## config.mk

```make
export PLATFORM = sky130hd
export DESIGN_NAME = tpau_table_access
export DESIGN_NICKNAME = d
export VERILOG_FILES = /design/src/design/tpau_pkg.sv /design/src/design/tpau_table_access.sv
export SDC_FILE = /design/constraint.sdc
export NUM_CORES = 1
export LEC_CHECK = 0
export BUFFER_PORTS_ARGS = -buffer_cell sky130_fd_sc_hd__buf_2
export CAP_MARGIN = 20
export CORE_MARGIN = 2
export CORE_UTILIZATION = 28
export CTS_CLUSTER_SIZE = 10
export DETAILED_ROUTE_END_ITERATION = 7
export SYNTH_ARGS = -nofsm -noshare
export SYNTH_HDL_FRONTEND = slang
export SYNTH_SLANG_ARGS = --single-unit
```

## constraint.sdc

```tcl
create_clock -name aclk -period 6.2 [get_ports aclk]
set_input_delay 0.93 -clock aclk [delete_from_list [all_inputs] [get_ports aclk]]
set_output_delay 0.93 -clock aclk [all_outputs]
set_load 0.02 [all_outputs]
```

## src/design/tpau_pkg.sv

```systemverilog
// Purpose: Constants for the table pointer access unit.
// Assumes: AXI4-Lite register access, 32-bit data, one register per aligned word.
// Notes:   All offsets are byte addresses.
//
// Contract
// - Pointer is low byte, high byte and six low bits of upper byte.
// - Lower 21 pointer bits address the 2 Mbyte program space.
// - Top pointer bit set selects the configuration space.
// - Automatic pointer updates change only the lower 21 bits.
// - Every access uses the complete 22-bit pointer as its address.
// - Plain form leaves the pointer unchanged.
// - Post-increment form accesses, then adds one to the pointer.
// - Post-decrement form accesses, then subtracts one from the pointer.
// - Pre-increment form adds one first, then accesses the new address.
// - A table read moves exactly one byte per operation.
// - A table read loads the latch with the addressed byte.
// - Pointer bit zero picks the high or low byte of a word.
// - A table write drives pointer and latch onto external buses.
// - In programming mode, writes program 64-byte blocks at once.
// - Write blocks align to the code protection block boundaries.
// - Upper byte: select bit at 5, pointer 20..16 below, top two zero.
// - The latch is an 8-bit software-visible transfer register.
// - Without external memory, a normal table write takes two cycles as no-op.
package tpau_pkg;
   localparam int          PTR_W          = 22;
   localparam int          LOW_W          = 21;
   localparam int          CFG_BIT        = 21;
   localparam int          UPPER_SEL_BIT  = 5;
   localparam int          BLOCK_BYTES    = 64;
   localparam int          BLOCK_AW       = 6;
   localparam logic [5:0]  BLOCK_LAST     = 6'h3f;
   localparam logic [7:0]  ADDR_PTR_LOW   = 8'h00;
   localparam logic [7:0]  ADDR_PTR_HIGH  = 8'h04;
   localparam logic [7:0]  ADDR_PTR_UPPER = 8'h08;
   localparam logic [7:0]  ADDR_LATCH     = 8'h0c;
   localparam logic [7:0]  ADDR_CONTROL   = 8'h10;
   localparam logic [7:0]  ADDR_STATUS    = 8'h14;
   localparam logic [1:0]  RESP_OKAY      = 2'h0;
   localparam logic [1:0]  RESP_SLVERR    = 2'h2;
   localparam logic [1:0]  MODE_PLAIN     = 2'h0;
   localparam logic [1:0]  MODE_POST_INC  = 2'h1;
   localparam logic [1:0]  MODE_POST_DEC  = 2'h2;
   localparam logic [1:0]  MODE_PRE_INC   = 2'h3;
   localparam logic [21:0] PTR_RESET      = 22'h000000;
   localparam logic [7:0]  LATCH_RESET    = 8'h00;
   localparam logic [20:0] LOW_ONE        = 21'h000001;
   typedef enum logic [1:0] {ST_IDLE, ST_RD_WAIT, ST_WR_2, ST_FIN} tpau_state_type;
endpackage

```

## src/design/tpau_table_access.sv

```systemverilog
// Purpose: Table pointer, transfer latch and table read/write sequencing.
// Assumes: Core and memory ports are on aclk; AXI4-Lite reaches the registers.
// Notes:   A core operation finishing in the same cycle as a bus pointer write wins.
//
// Decided for this implementation: the register addresses and register access over AXI4-Lite.
`timescale 1ns/100ps
module tpau_table_access #(
   parameter bit EXT_MEM_PRESENT = 1'b1
) (
   input  wire logic                     aclk,
   input  wire logic                     aresetn,
   input  wire logic [7:0]               s_axi_awaddr,
   input  wire logic                     s_axi_awvalid,
   output logic                          s_axi_awready,
   input  wire logic [31:0]              s_axi_wdata,
   input  wire logic [3:0]               s_axi_wstrb,
   input  wire logic                     s_axi_wvalid,
   output logic                          s_axi_wready,
   output logic [1:0]                    s_axi_bresp,
   output logic                          s_axi_bvalid,
   input  wire logic                     s_axi_bready,
   input  wire logic [7:0]               s_axi_araddr,
   input  wire logic                     s_axi_arvalid,
   output logic                          s_axi_arready,
   output logic [31:0]                   s_axi_rdata,
   output logic [1:0]                    s_axi_rresp,
   output logic                          s_axi_rvalid,
   input  wire logic                     s_axi_rready,
   input  wire logic                     op_valid,
   input  wire logic                     op_write,
   input  wire logic [1:0]               op_mode,
   output logic                          op_ready,
   output logic                          op_done,
   output logic [tpau_pkg::PTR_W-2:0]    mem_word_addr,
   output logic                          mem_rd_req,
   input  wire logic                     mem_rd_ack,
   input  wire logic [15:0]              mem_rd_word,
   output logic [tpau_pkg::PTR_W-1:0]    ext_addr,
   output logic [7:0]                    ext_data,
   output logic                          ext_wr,
   output logic                          prog_commit,
   output logic [tpau_pkg::PTR_W-1:0]    prog_base,
   input  wire logic [tpau_pkg::BLOCK_AW-1:0] prog_rd_idx,
   output logic [7:0]                    prog_rd_byte
);
   import tpau_pkg::*;

   tpau_state_type     st_q;
   logic [PTR_W-1:0]   ptr_q;
   logic [PTR_W-1:0]   acc_q;
   logic [PTR_W-1:0]   fin_ptr_q;
   logic [7:0]         latch_q;
   logic               prog_mode_q;
   logic               is_write_q;
   logic [7:0]         blk_buf [BLOCK_BYTES];
   logic               aw_full_q;
   logic               w_full_q;
   logic [7:0]         awaddr_q;
   logic [7:0]         wdata_q;
   logic               wstrb0_q;
   logic               awready_q;
   logic               wready_q;
   logic               bvalid_q;
   logic [1:0]         bresp_q;
   logic               arready_q;
   logic               rvalid_q;
   logic [31:0]        rdata_q;
   logic [1:0]         rresp_q;
   logic               op_ready_q;
   logic               op_done_q;
   logic [PTR_W-2:0]   mem_addr_q;
   logic               mem_rd_req_q;
   logic [PTR_W-1:0]   ext_addr_q;
   logic [7:0]         ext_data_q;
   logic               ext_wr_q;
   logic               prog_commit_q;
   logic [PTR_W-1:0]   prog_base_q;
   logic [7:0]         prog_rd_byte_q;

   // Bus handshake decode.
   wire aw_take    = s_axi_awvalid & awready_q;
   wire w_take     = s_axi_wvalid & wready_q;
   wire wr_fire    = aw_full_q & w_full_q & ~bvalid_q;
   wire aw_full_d  = (aw_full_q | aw_take) & ~wr_fire;
   wire w_full_d   = (w_full_q | w_take) & ~wr_fire;
   wire bvalid_d   = (bvalid_q & ~s_axi_bready) | wr_fire;
   wire ar_take    = s_axi_arvalid & arready_q;
   wire rvalid_d   = (rvalid_q & ~s_axi_rready) | ar_take;
   wire wr_en      = wr_fire & wstrb0_q;
   wire hit_low    = (awaddr_q == ADDR_PTR_LOW);
   wire hit_high   = (awaddr_q == ADDR_PTR_HIGH);
   wire hit_upper  = (awaddr_q == ADDR_PTR_UPPER);
   wire hit_latch  = (awaddr_q == ADDR_LATCH);
   wire hit_ctrl   = (awaddr_q == ADDR_CONTROL);
   wire wr_mapped  = hit_low | hit_high | hit_upper | hit_latch | hit_ctrl | 
                     (awaddr_q == ADDR_STATUS);

   // The upper byte shows the select bit and pointer bits 20..16; its top two read zero.
   wire [7:0] upper_rd = {2'h0, ptr_q[PTR_W-1:16]};
   wire       busy     = (st_q != ST_IDLE);
   wire [31:0] status_rd = {30'h0, prog_mode_q, busy};
   wire [7:0] rd_addr = s_axi_araddr;
   wire rd_mapped = (rd_addr == ADDR_PTR_LOW) | (rd_addr == ADDR_PTR_HIGH) |
                    (rd_addr == ADDR_PTR_UPPER) | (rd_addr == ADDR_LATCH) |
                    (rd_addr == ADDR_CONTROL) | (rd_addr == ADDR_STATUS);
   wire [31:0] rd_val =
      (rd_addr == ADDR_PTR_LOW)   ? {24'h0, ptr_q[7:0]} :
      (rd_addr == ADDR_PTR_HIGH)  ? {24'h0, ptr_q[15:8]} :
      (rd_addr == ADDR_PTR_UPPER) ? {24'h0, upper_rd} :
      (rd_addr == ADDR_LATCH)     ? {24'h0, latch_q} :
      (rd_addr == ADDR_CONTROL)   ? {31'h0, prog_mode_q} :
      (rd_addr == ADDR_STATUS)    ? status_rd : 32'h0;

   // Core operation decode; adjustments touch only the lower 21 bits.
   wire        issue    = (st_q == ST_IDLE) & op_valid;
   wire [20:0] ptr_inc  = ptr_q[LOW_W-1:0] + LOW_ONE;
   wire [PTR_W-1:0] acc_d = (op_mode == MODE_PRE_INC) ?
                            {ptr_q[CFG_BIT], ptr_inc} : ptr_q;
   wire [20:0] acc_inc  = acc_d[LOW_W-1:0] + LOW_ONE;
   wire [20:0] acc_dec  = acc_d[LOW_W-1:0] - LOW_ONE;
   wire [PTR_W-1:0] fin_d =
      (op_mode == MODE_POST_INC) ? {acc_d[CFG_BIT], acc_inc} :
      (op_mode == MODE_POST_DEC) ? {acc_d[CFG_BIT], acc_dec} :
      acc_d;
   wire        do_prog  = issue & op_write & prog_mode_q;
   wire        do_ext   = issue & op_write & ~prog_mode_q & EXT_MEM_PRESENT;
   wire        blk_end  = (acc_d[BLOCK_AW-1:0] == BLOCK_LAST);
   // Bit zero of the pointer picks the byte of the returned word.
   wire        ptr_sel_hi = acc_q[0];
   wire [7:0]  rd_byte  = ptr_sel_hi ? mem_rd_word[15:8] : mem_rd_word[7:0];

   // Pointer is the three byte registers joined; the select bit is part of it.
   wire [PTR_W-1:0] ptr_bus =
      {hit_upper ? wdata_q[UPPER_SEL_BIT:0] : ptr_q[PTR_W-1:16],
       hit_high  ? wdata_q : ptr_q[15:8],
       hit_low   ? wdata_q : ptr_q[7:0]};
   wire [PTR_W-1:0] ptr_d = (st_q == ST_FIN) ? fin_ptr_q :
                            wr_en ? ptr_bus : ptr_q;

   always_ff @(posedge aclk) begin
      if (!aresetn) begin
         aw_full_q <= 1'b0;
         w_full_q  <= 1'b0;
         awready_q <= 1'b0;
         wready_q  <= 1'b0;
         bvalid_q  <= 1'b0;
         arready_q <= 1'b0;
         rvalid_q  <= 1'b0;
      end else begin
         aw_full_q <= aw_full_d;
         w_full_q  <= w_full_d;
         awready_q <= ~aw_full_d;
         wready_q  <= ~w_full_d;
         bvalid_q  <= bvalid_d;
         arready_q <= ~rvalid_d;
         rvalid_q  <= rvalid_d;
      end
   end

   always_ff @(posedge aclk) begin
      if (!aresetn) begin
         awaddr_q <= 8'h00;
         wdata_q  <= 8'h00;
         wstrb0_q <= 1'b0;
         bresp_q  <= RESP_OKAY;
         rdata_q  <= 32'h0;
         rresp_q  <= RESP_OKAY;
      end else begin
         if (aw_take) begin
            awaddr_q <= s_axi_awaddr;
         end
         if (w_take) begin
            wdata_q  <= s_axi_wdata[7:0];
            wstrb0_q <= s_axi_wstrb[0];
         end
         if (wr_fire) begin
            bresp_q <= wr_mapped ? RESP_OKAY : RESP_SLVERR;
         end
         if (ar_take) begin
            rdata_q <= rd_val;
            rresp_q <= rd_mapped ? RESP_OKAY : RESP_SLVERR;
         end
      end
   end

   // Pointer, latch and programming mode; all clear on reset.
   always_ff @(posedge aclk) begin
      if (!aresetn) begin
         ptr_q       <= PTR_RESET;
         latch_q     <= LATCH_RESET;
         prog_mode_q <= 1'b0;
      end else begin
         ptr_q <= ptr_d;
         if (st_q == ST_RD_WAIT && mem_rd_ack) begin
            latch_q <= rd_byte;
         end else if (wr_en && hit_latch) begin
            latch_q <= wdata_q;
         end
         if (wr_en && hit_ctrl) begin
            prog_mode_q <= wdata_q[0];
         end
      end
   end

   // Operation sequencer.
   always_ff @(posedge aclk) begin
      if (!aresetn) begin
         st_q          <= ST_IDLE;
         acc_q         <= PTR_RESET;
         fin_ptr_q     <= PTR_RESET;
         is_write_q    <= 1'b0;
         op_ready_q    <= 1'b0;
         op_done_q     <= 1'b0;
         mem_addr_q    <= '0;
         mem_rd_req_q  <= 1'b0;
         ext_addr_q    <= PTR_RESET;
         ext_data_q    <= 8'h00;
         ext_wr_q      <= 1'b0;
         prog_commit_q <= 1'b0;
         prog_base_q   <= PTR_RESET;
      end else begin
         op_done_q     <= 1'b0;
         ext_wr_q      <= 1'b0;
         prog_commit_q <= 1'b0;
         case (st_q)
            ST_IDLE: begin
               op_ready_q <= ~op_valid;
               if (op_valid) begin
                  acc_q      <= acc_d;
                  fin_ptr_q  <= fin_d;
                  is_write_q <= op_write;
                  if (op_write) begin
                     st_q <= ST_WR_2;
                  end else begin
                     st_q         <= ST_RD_WAIT;
                     mem_addr_q   <= acc_d[PTR_W-1:1];
                     mem_rd_req_q <= 1'b1;
                  end
                  if (do_ext) begin
                     ext_addr_q <= acc_d;
                     ext_data_q <= latch_q;
                     ext_wr_q   <= 1'b1;
                  end
                  if (do_prog && blk_end) begin
                     prog_commit_q <= 1'b1;
                     prog_base_q   <= {acc_d[PTR_W-1:BLOCK_AW], 6'h00};
                  end
               end
            end
            ST_RD_WAIT: begin
               if (mem_rd_ack) begin
                  mem_rd_req_q <= 1'b0;
                  st_q         <= ST_FIN;
               end
            end
            ST_WR_2: begin
               st_q <= ST_FIN;
            end
            ST_FIN: begin
               op_done_q  <= 1'b1;
               op_ready_q <= 1'b1;
               st_q       <= ST_IDLE;
            end
            default: begin
               st_q <= ST_IDLE;
            end
         endcase
      end
   end

   // Block staging buffer for programming mode.
   always_ff @(posedge aclk) begin
      if (do_prog) begin
         blk_buf[acc_d[BLOCK_AW-1:0]] <= latch_q;
      end
      prog_rd_byte_q <= blk_buf[prog_rd_idx];
   end

   assign s_axi_awready = awready_q;
   assign s_axi_wready  = wready_q;
   assign s_axi_bvalid  = bvalid_q;
   assign s_axi_bresp   = bresp_q;
   assign s_axi_arready = arready_q;
   assign s_axi_rvalid  = rvalid_q;
   assign s_axi_rdata   = rdata_q;
   assign s_axi_rresp   = rresp_q;
   assign op_ready      = op_ready_q;
   assign op_done       = op_done_q;
   assign mem_word_addr = mem_addr_q;
   assign mem_rd_req    = mem_rd_req_q;
   assign ext_addr      = ext_addr_q;
   assign ext_data      = ext_data_q;
   assign ext_wr        = ext_wr_q;
   assign prog_commit   = prog_commit_q;
   assign prog_base     = prog_base_q;
   assign prog_rd_byte  = prog_rd_byte_q;

   // Checks on the pointer arithmetic and transfers.
   property p_cfg_bit_kept;
      @(posedge aclk) disable iff (!aresetn)
      (st_q == ST_FIN) |=> (ptr_q[CFG_BIT] == $past(acc_q[CFG_BIT]));
   endproperty
   a_cfg_bit_kept: assert property (p_cfg_bit_kept) else $error("select bit moved");

   property p_plain;
      @(posedge aclk) disable iff (!aresetn)
      (issue && op_mode == MODE_PLAIN) |=> (fin_ptr_q == $past(ptr_q)) && (acc_q == $past(ptr_q));
   endproperty
   a_plain: assert property (p_plain) else $error("plain form moved pointer");

   property p_post_inc;
      @(posedge aclk) disable iff (!aresetn)
      (issue && op_mode == MODE_POST_INC) |=>
         (acc_q == $past(ptr_q)) && (fin_ptr_q[20:0] == 21'($past(ptr_q[20:0]) + 21'h1));
   endproperty
   a_post_inc: assert property (p_post_inc) else $error("post increment wrong");

   property p_post_dec;
      @(posedge aclk) disable iff (!aresetn)
      (issue && op_mode == MODE_POST_DEC) |=>
         (acc_q == $past(ptr_q)) && (fin_ptr_q[20:0] == 21'($past(ptr_q[20:0]) - 21'h1));
   endproperty
   a_post_dec: assert property (p_post_dec) else $error("post decrement wrong");

   property p_pre_inc;
      @(posedge aclk) disable iff (!aresetn)
      (issue && op_mode == MODE_PRE_INC) |=>
         (acc_q[20:0] == 21'($past(ptr_q[20:0]) + 21'h1)) && (fin_ptr_q == acc_q);
   endproperty
   a_pre_inc: assert property (p_pre_inc) else $error("pre increment wrong");

   property p_rd_byte;
      @(posedge aclk) disable iff (!aresetn)
      (mem_rd_req_q && mem_rd_ack) |=>
         (latch_q == ($past(acc_q[0]) ? $past(mem_rd_word[15:8]) : $past(mem_rd_word[7:0])));
   endproperty
   a_rd_byte: assert property (p_rd_byte) else $error("latch byte wrong");

   property p_rd_addr;
      @(posedge aclk) disable iff (!aresetn)
      mem_rd_req_q |-> (mem_word_addr == acc_q[PTR_W-1:1]);
   endproperty
   a_rd_addr: assert property (p_rd_addr) else $error("read address wrong");

   property p_ext_wr;
      @(posedge aclk) disable iff (!aresetn)
      ext_wr_q |-> (ext_addr_q == acc_q) && (ext_data_q == latch_q) && (st_q == ST_WR_2);
   endproperty
   a_ext_wr: assert property (p_ext_wr) else $error("external write wrong");

   property p_wr_two;
      @(posedge aclk) disable iff (!aresetn)
      (issue && op_write) |=> (st_q == ST_WR_2) ##1 (st_q == ST_FIN) ##1 op_done_q;
   endproperty
   a_wr_two: assert property (p_wr_two) else $error("write not two cycles");

   property p_commit;
      @(posedge aclk) disable iff (!aresetn)
      prog_commit_q |-> (prog_base_q[BLOCK_AW-1:0] == 6'h00) && prog_mode_q && !ext_wr_q;
   endproperty
   a_commit: assert property (p_commit) else $error("block commit misaligned");

   property p_upper_zero;
      @(posedge aclk) disable iff (!aresetn)
      (ar_take && rd_addr == ADDR_PTR_UPPER) |=> (s_axi_rdata[7:6] == 2'h0);
   endproperty
   a_upper_zero: assert property (p_upper_zero) else $error("upper top bits set");

   c_read_done: cover property (@(posedge aclk) disable iff (!aresetn)
      (st_q == ST_RD_WAIT) && mem_rd_ack ##2 op_done_q);
   c_post_dec_write: cover property (@(posedge aclk) disable iff (!aresetn)
      issue && op_write && op_mode == MODE_POST_DEC);
   c_block_commit: cover property (@(posedge aclk) disable iff (!aresetn) prog_commit_q);
   c_bus_write: cover property (@(posedge aclk) disable iff (!aresetn) wr_fire && hit_upper);
endmodule

```

==> out/metrics.yaml <==
die:
  core.rowCount: 115
  ioPinCount: 213
  die_y_um: 319
  core_area_mm2: 0.0984
  start_util_pct: 28.2
  dieArea_mm2: 0.102
  die_w_um: 319
worst_setup_path:
  crit_top_cell: "nand3_1"
  reg2reg_depth: 6
  crit_buf_inv: 0
  cp-end-kind: "flop"
  worstPathRequired_ns: 6.42
  crit_type: "reg -> reg"
  crit_path_start_kind: "flop"
  cpPeakStageDelay_ns: 0.91
  path_max_fanout: 12
  crit_arrival_ns: 4.70
  crit_family: "simple AND/OR/NAND/NOR gates"
  crit_chain: "ha_1, nand3_1, xnor2_1, and4_1, nand3_1, nor2_1"
  cp.depth: 6
  crit_path_top_delay_cell: "nor2_1"
worst_hold_path:
  hold_path.class: "reg -> reg"
  holdPathStages: 2
detailed_routing:
  detail-route-antenna-nets: 0
  drt_iter0_markers: 1508
  routed_via_density: 4.95
  drt-total-wl_mm: 69.8
  wl_per_cell_um: 21.5
  via_count: 16100
  firstDrtPassIters: 6
  drc_errors: 0
clocking:
  cts_buffer_depth: 3
  hold_buffers: 0
  cts_setup_buffers: 0
  clockRootBuffer: "clkbuf_16"
  cts_sinks: 682
  htree_levels: 3
  cts-buffers-inserted: 80
  ctsResizeCount: 0
  cts_tree: "done"
  clk_latency_ns: 0.62
  clk_pin_slew_ns: 0.05
grt:
  grt_max_degree: 87
  antenna_found_initial: 2
  overflow: 0
  first_global_vias: 16100
  groute.usage.overall_pct: 13.4
  grt_first_pass_wirelength_mm: 104
placement:
  place_congestion: 0.827
  io_buffers: 153
  place_hpwl_mm: 45.0
timing:
  fin_skew_ns: 0.0311
  finalMaxSlewViolations: 0
  setup_viol: 0
  fin_crit_ns: 4.48
  max_freq_mhz: 223
  slew-limit-headroom_pct: 26.6
  rsz0062_at_grt: "no"
  fin_tns_setup_ns: 0
  min_period_over_period_pct: 72.3
  worstMarginPinSlew_ns: 1.09
  hold_viol: 0
finish:
  antenna_cells: 0
  areaGrowthSynthToFinish_pct: 15.8
  nNetsFinal: 2015
  drive_gt1_share_pct: 24.6
run_status:
  status: "finished, final reports clean"
power_and_ir_drop:
  finalPower_mw: 10.4
  vdd_ir_drop_max_mv: 0.208
  leakagePower_nw: 9.66
  power.density_mw_per_mm2: 322
synthesis:
  avgSynthCellArea_um2: 15.6
  yosys.area.top_type: "edfxtp_1"
  ys_ff_latch: 682
  synth_xor_area_share_pct: 1.17
  synth_edf_count: 512
  synth_fa_ha_area_share_pct: 0.270
  yosys_warnings: 0
  yosys.area.top_type_share_pct: 55.3
  synth_area_leaders: "edfxtp_1 55%, mux4_2 14%, dfxtp_1 12%, nor2_1 3.2%, a211oi_1 2.1%"
  yosysUniqueCellTypes: 67
  syn-cell-area_mm2: 0.0278
  ys.flop_type: "edfxtp_1"
  synth_compound_area_share_pct: 4.93
  muxShareOfSynthArea_pct: 15.6
  async_flop_share_pct: 0
  synthCells: 1778
  synth_top_family_by_area: "multiplexers"
  ys_seq_area_share_pct: 67.5
  synthSimpleGateAreaFrac_pct: 7.78
run:
  cap_violations: 0
==> stage by stage <==
| step | hold slack (ns) | area [um2] | cells | utilization, % | setup WS [ns] |
|---|---|---|---|---|---|
| 5_1_grt | 0.476 | 32200 | 3245 | 32.7 | 1.59 |
| 6_report | 0.458 | 32200 | 3245 | 32.7 | 1.72 |
| 3_3_place_gp | 0.440 | 29800 | 3125 | 30.3 | 1.72 |
| 3_5_place_dp | 0.449 | 29800 | 3127 | 30.3 | 1.57 |
| 4_1_cts | 0.460 | 32200 | 3244 | 32.7 | 1.84 |
| 2_1_floorplan | 0.431 | 27900 | 1809 | - | 2.81 |
==> cells in the mapped netlist (5+ instances only) <==
cell	count
edfxtp_1	512
nor2_1	235
mux4_2	172
dfxtp_1	170
clkbuf_1	83
a21oi_1	79
nand2_1	79
a211oi_1	76
mux2i_1	37
buf_4	34
nand3_1	31
nor3_1	26
xnor2_1	26
buf_1	19
o21ai_0	17
inv_1	12
buf_2	11
nand4_1	11
xor2_1	11
nor4_1	10
and2_1	8
mux2_2	8
ha_1	6
nand2b_1	6
nor3b_1	6
o211ai_1	6
and3_1	5
nand3b_1	5
o31a_1	5
or4_1	5
==> registers in the layout, indices dropped and copies added (netlist names), 2 cells and up <==
name,count
ext_addr,22
prog_rd_byte,8
fin_ptr_q,22
ptr_q,22
awaddr_q,8
wdata_q,8
mem_word_addr,21
ext_data,8
s_axi_rdata,8
latch_q,8
prog_base,16
st_q,2
blk_buf,512
==> path summary, 6_finish.rpt <==
path                     start             end  slack, ns
setup / recovery      ptr_q[0]  blk_buf[25][0]       1.72
setup reg to reg      ptr_q[0]  blk_buf[25][0]       1.72
hold / removal    fin_ptr_q[0]    fin_ptr_q[0]       0.46
hold reg to reg   fin_ptr_q[0]    fin_ptr_q[0]       0.46
==> where the power goes <==
part / internal (mW) / switching [mW] / leakage (nW)
sequential: 5.03 / 0.0997 / 5.42
combinational: 0.329 / 0.635 / 3.10
clock: 2.55 / 1.73 / 1.14
total: 7.91 / 2.47 / 9.66
==> placed cells by master (no fill, tap or decap), drive strengths merged, types with 6 or more instances in the layout <==
cell	count
a211oi	76
a21oi	79
and2	8
buf	179
clkbuf	112
conb	32
dfxtp	170
edfxtp	512
ha	6
inv	12
mux2	8
mux2i	37
mux4	172
nand2	79
nand2b	6
nand3	33
nand4	12
nor2	236
nor3	27
nor3b	6
nor4	14
o211ai	6
o21ai	20
or4	7
xnor2	26
xor2	11
==> metal layers <==
layer	part of all wire (%)	global-route usage [%]	vias up	wire length (um)
li1	-	-	7122	-
met1	42	17.6	8264	29400
met2	50	22.8	587	35000
met3	6.0	2.56	92	4180
met4	1.8	3.53	0	1240
met5	0	0	-	0
==> kinds of logic (layout without fill, tap and decap cells) <==
group / count (synthesis) / after routing
buffers and inverters: 160 / 309
and+or+nand+nor: 462 / 462
xor gates and xnor gates: 37 / 37
other: 1 / 32
DFF: 682 / 682
AOI/OAI and AO/OA: 213 / 213
muxes: 217 / 217
adders and majority gates: 6 / 6
==> layout make-up <==
cell class | instances | area [um2]
inverter | 12 | 47.5
multi-input combinational | 967 | 8400
sequential | 682 | 18800
tap | 1287 | 1610
clock buffer | 111 | 2270
clock inverter | 6 | 70.1
timing repair buffer | 180 | 1020
fill | 9618 | 66200
==> tightest hold or removal path: stages (launching register included) <==
cell     delay (ns)
dfxtp_1        0.31
nand2_1        0.05
a21oi_1        0.05
No activity file was read; power rests on OpenSTA's default activity.
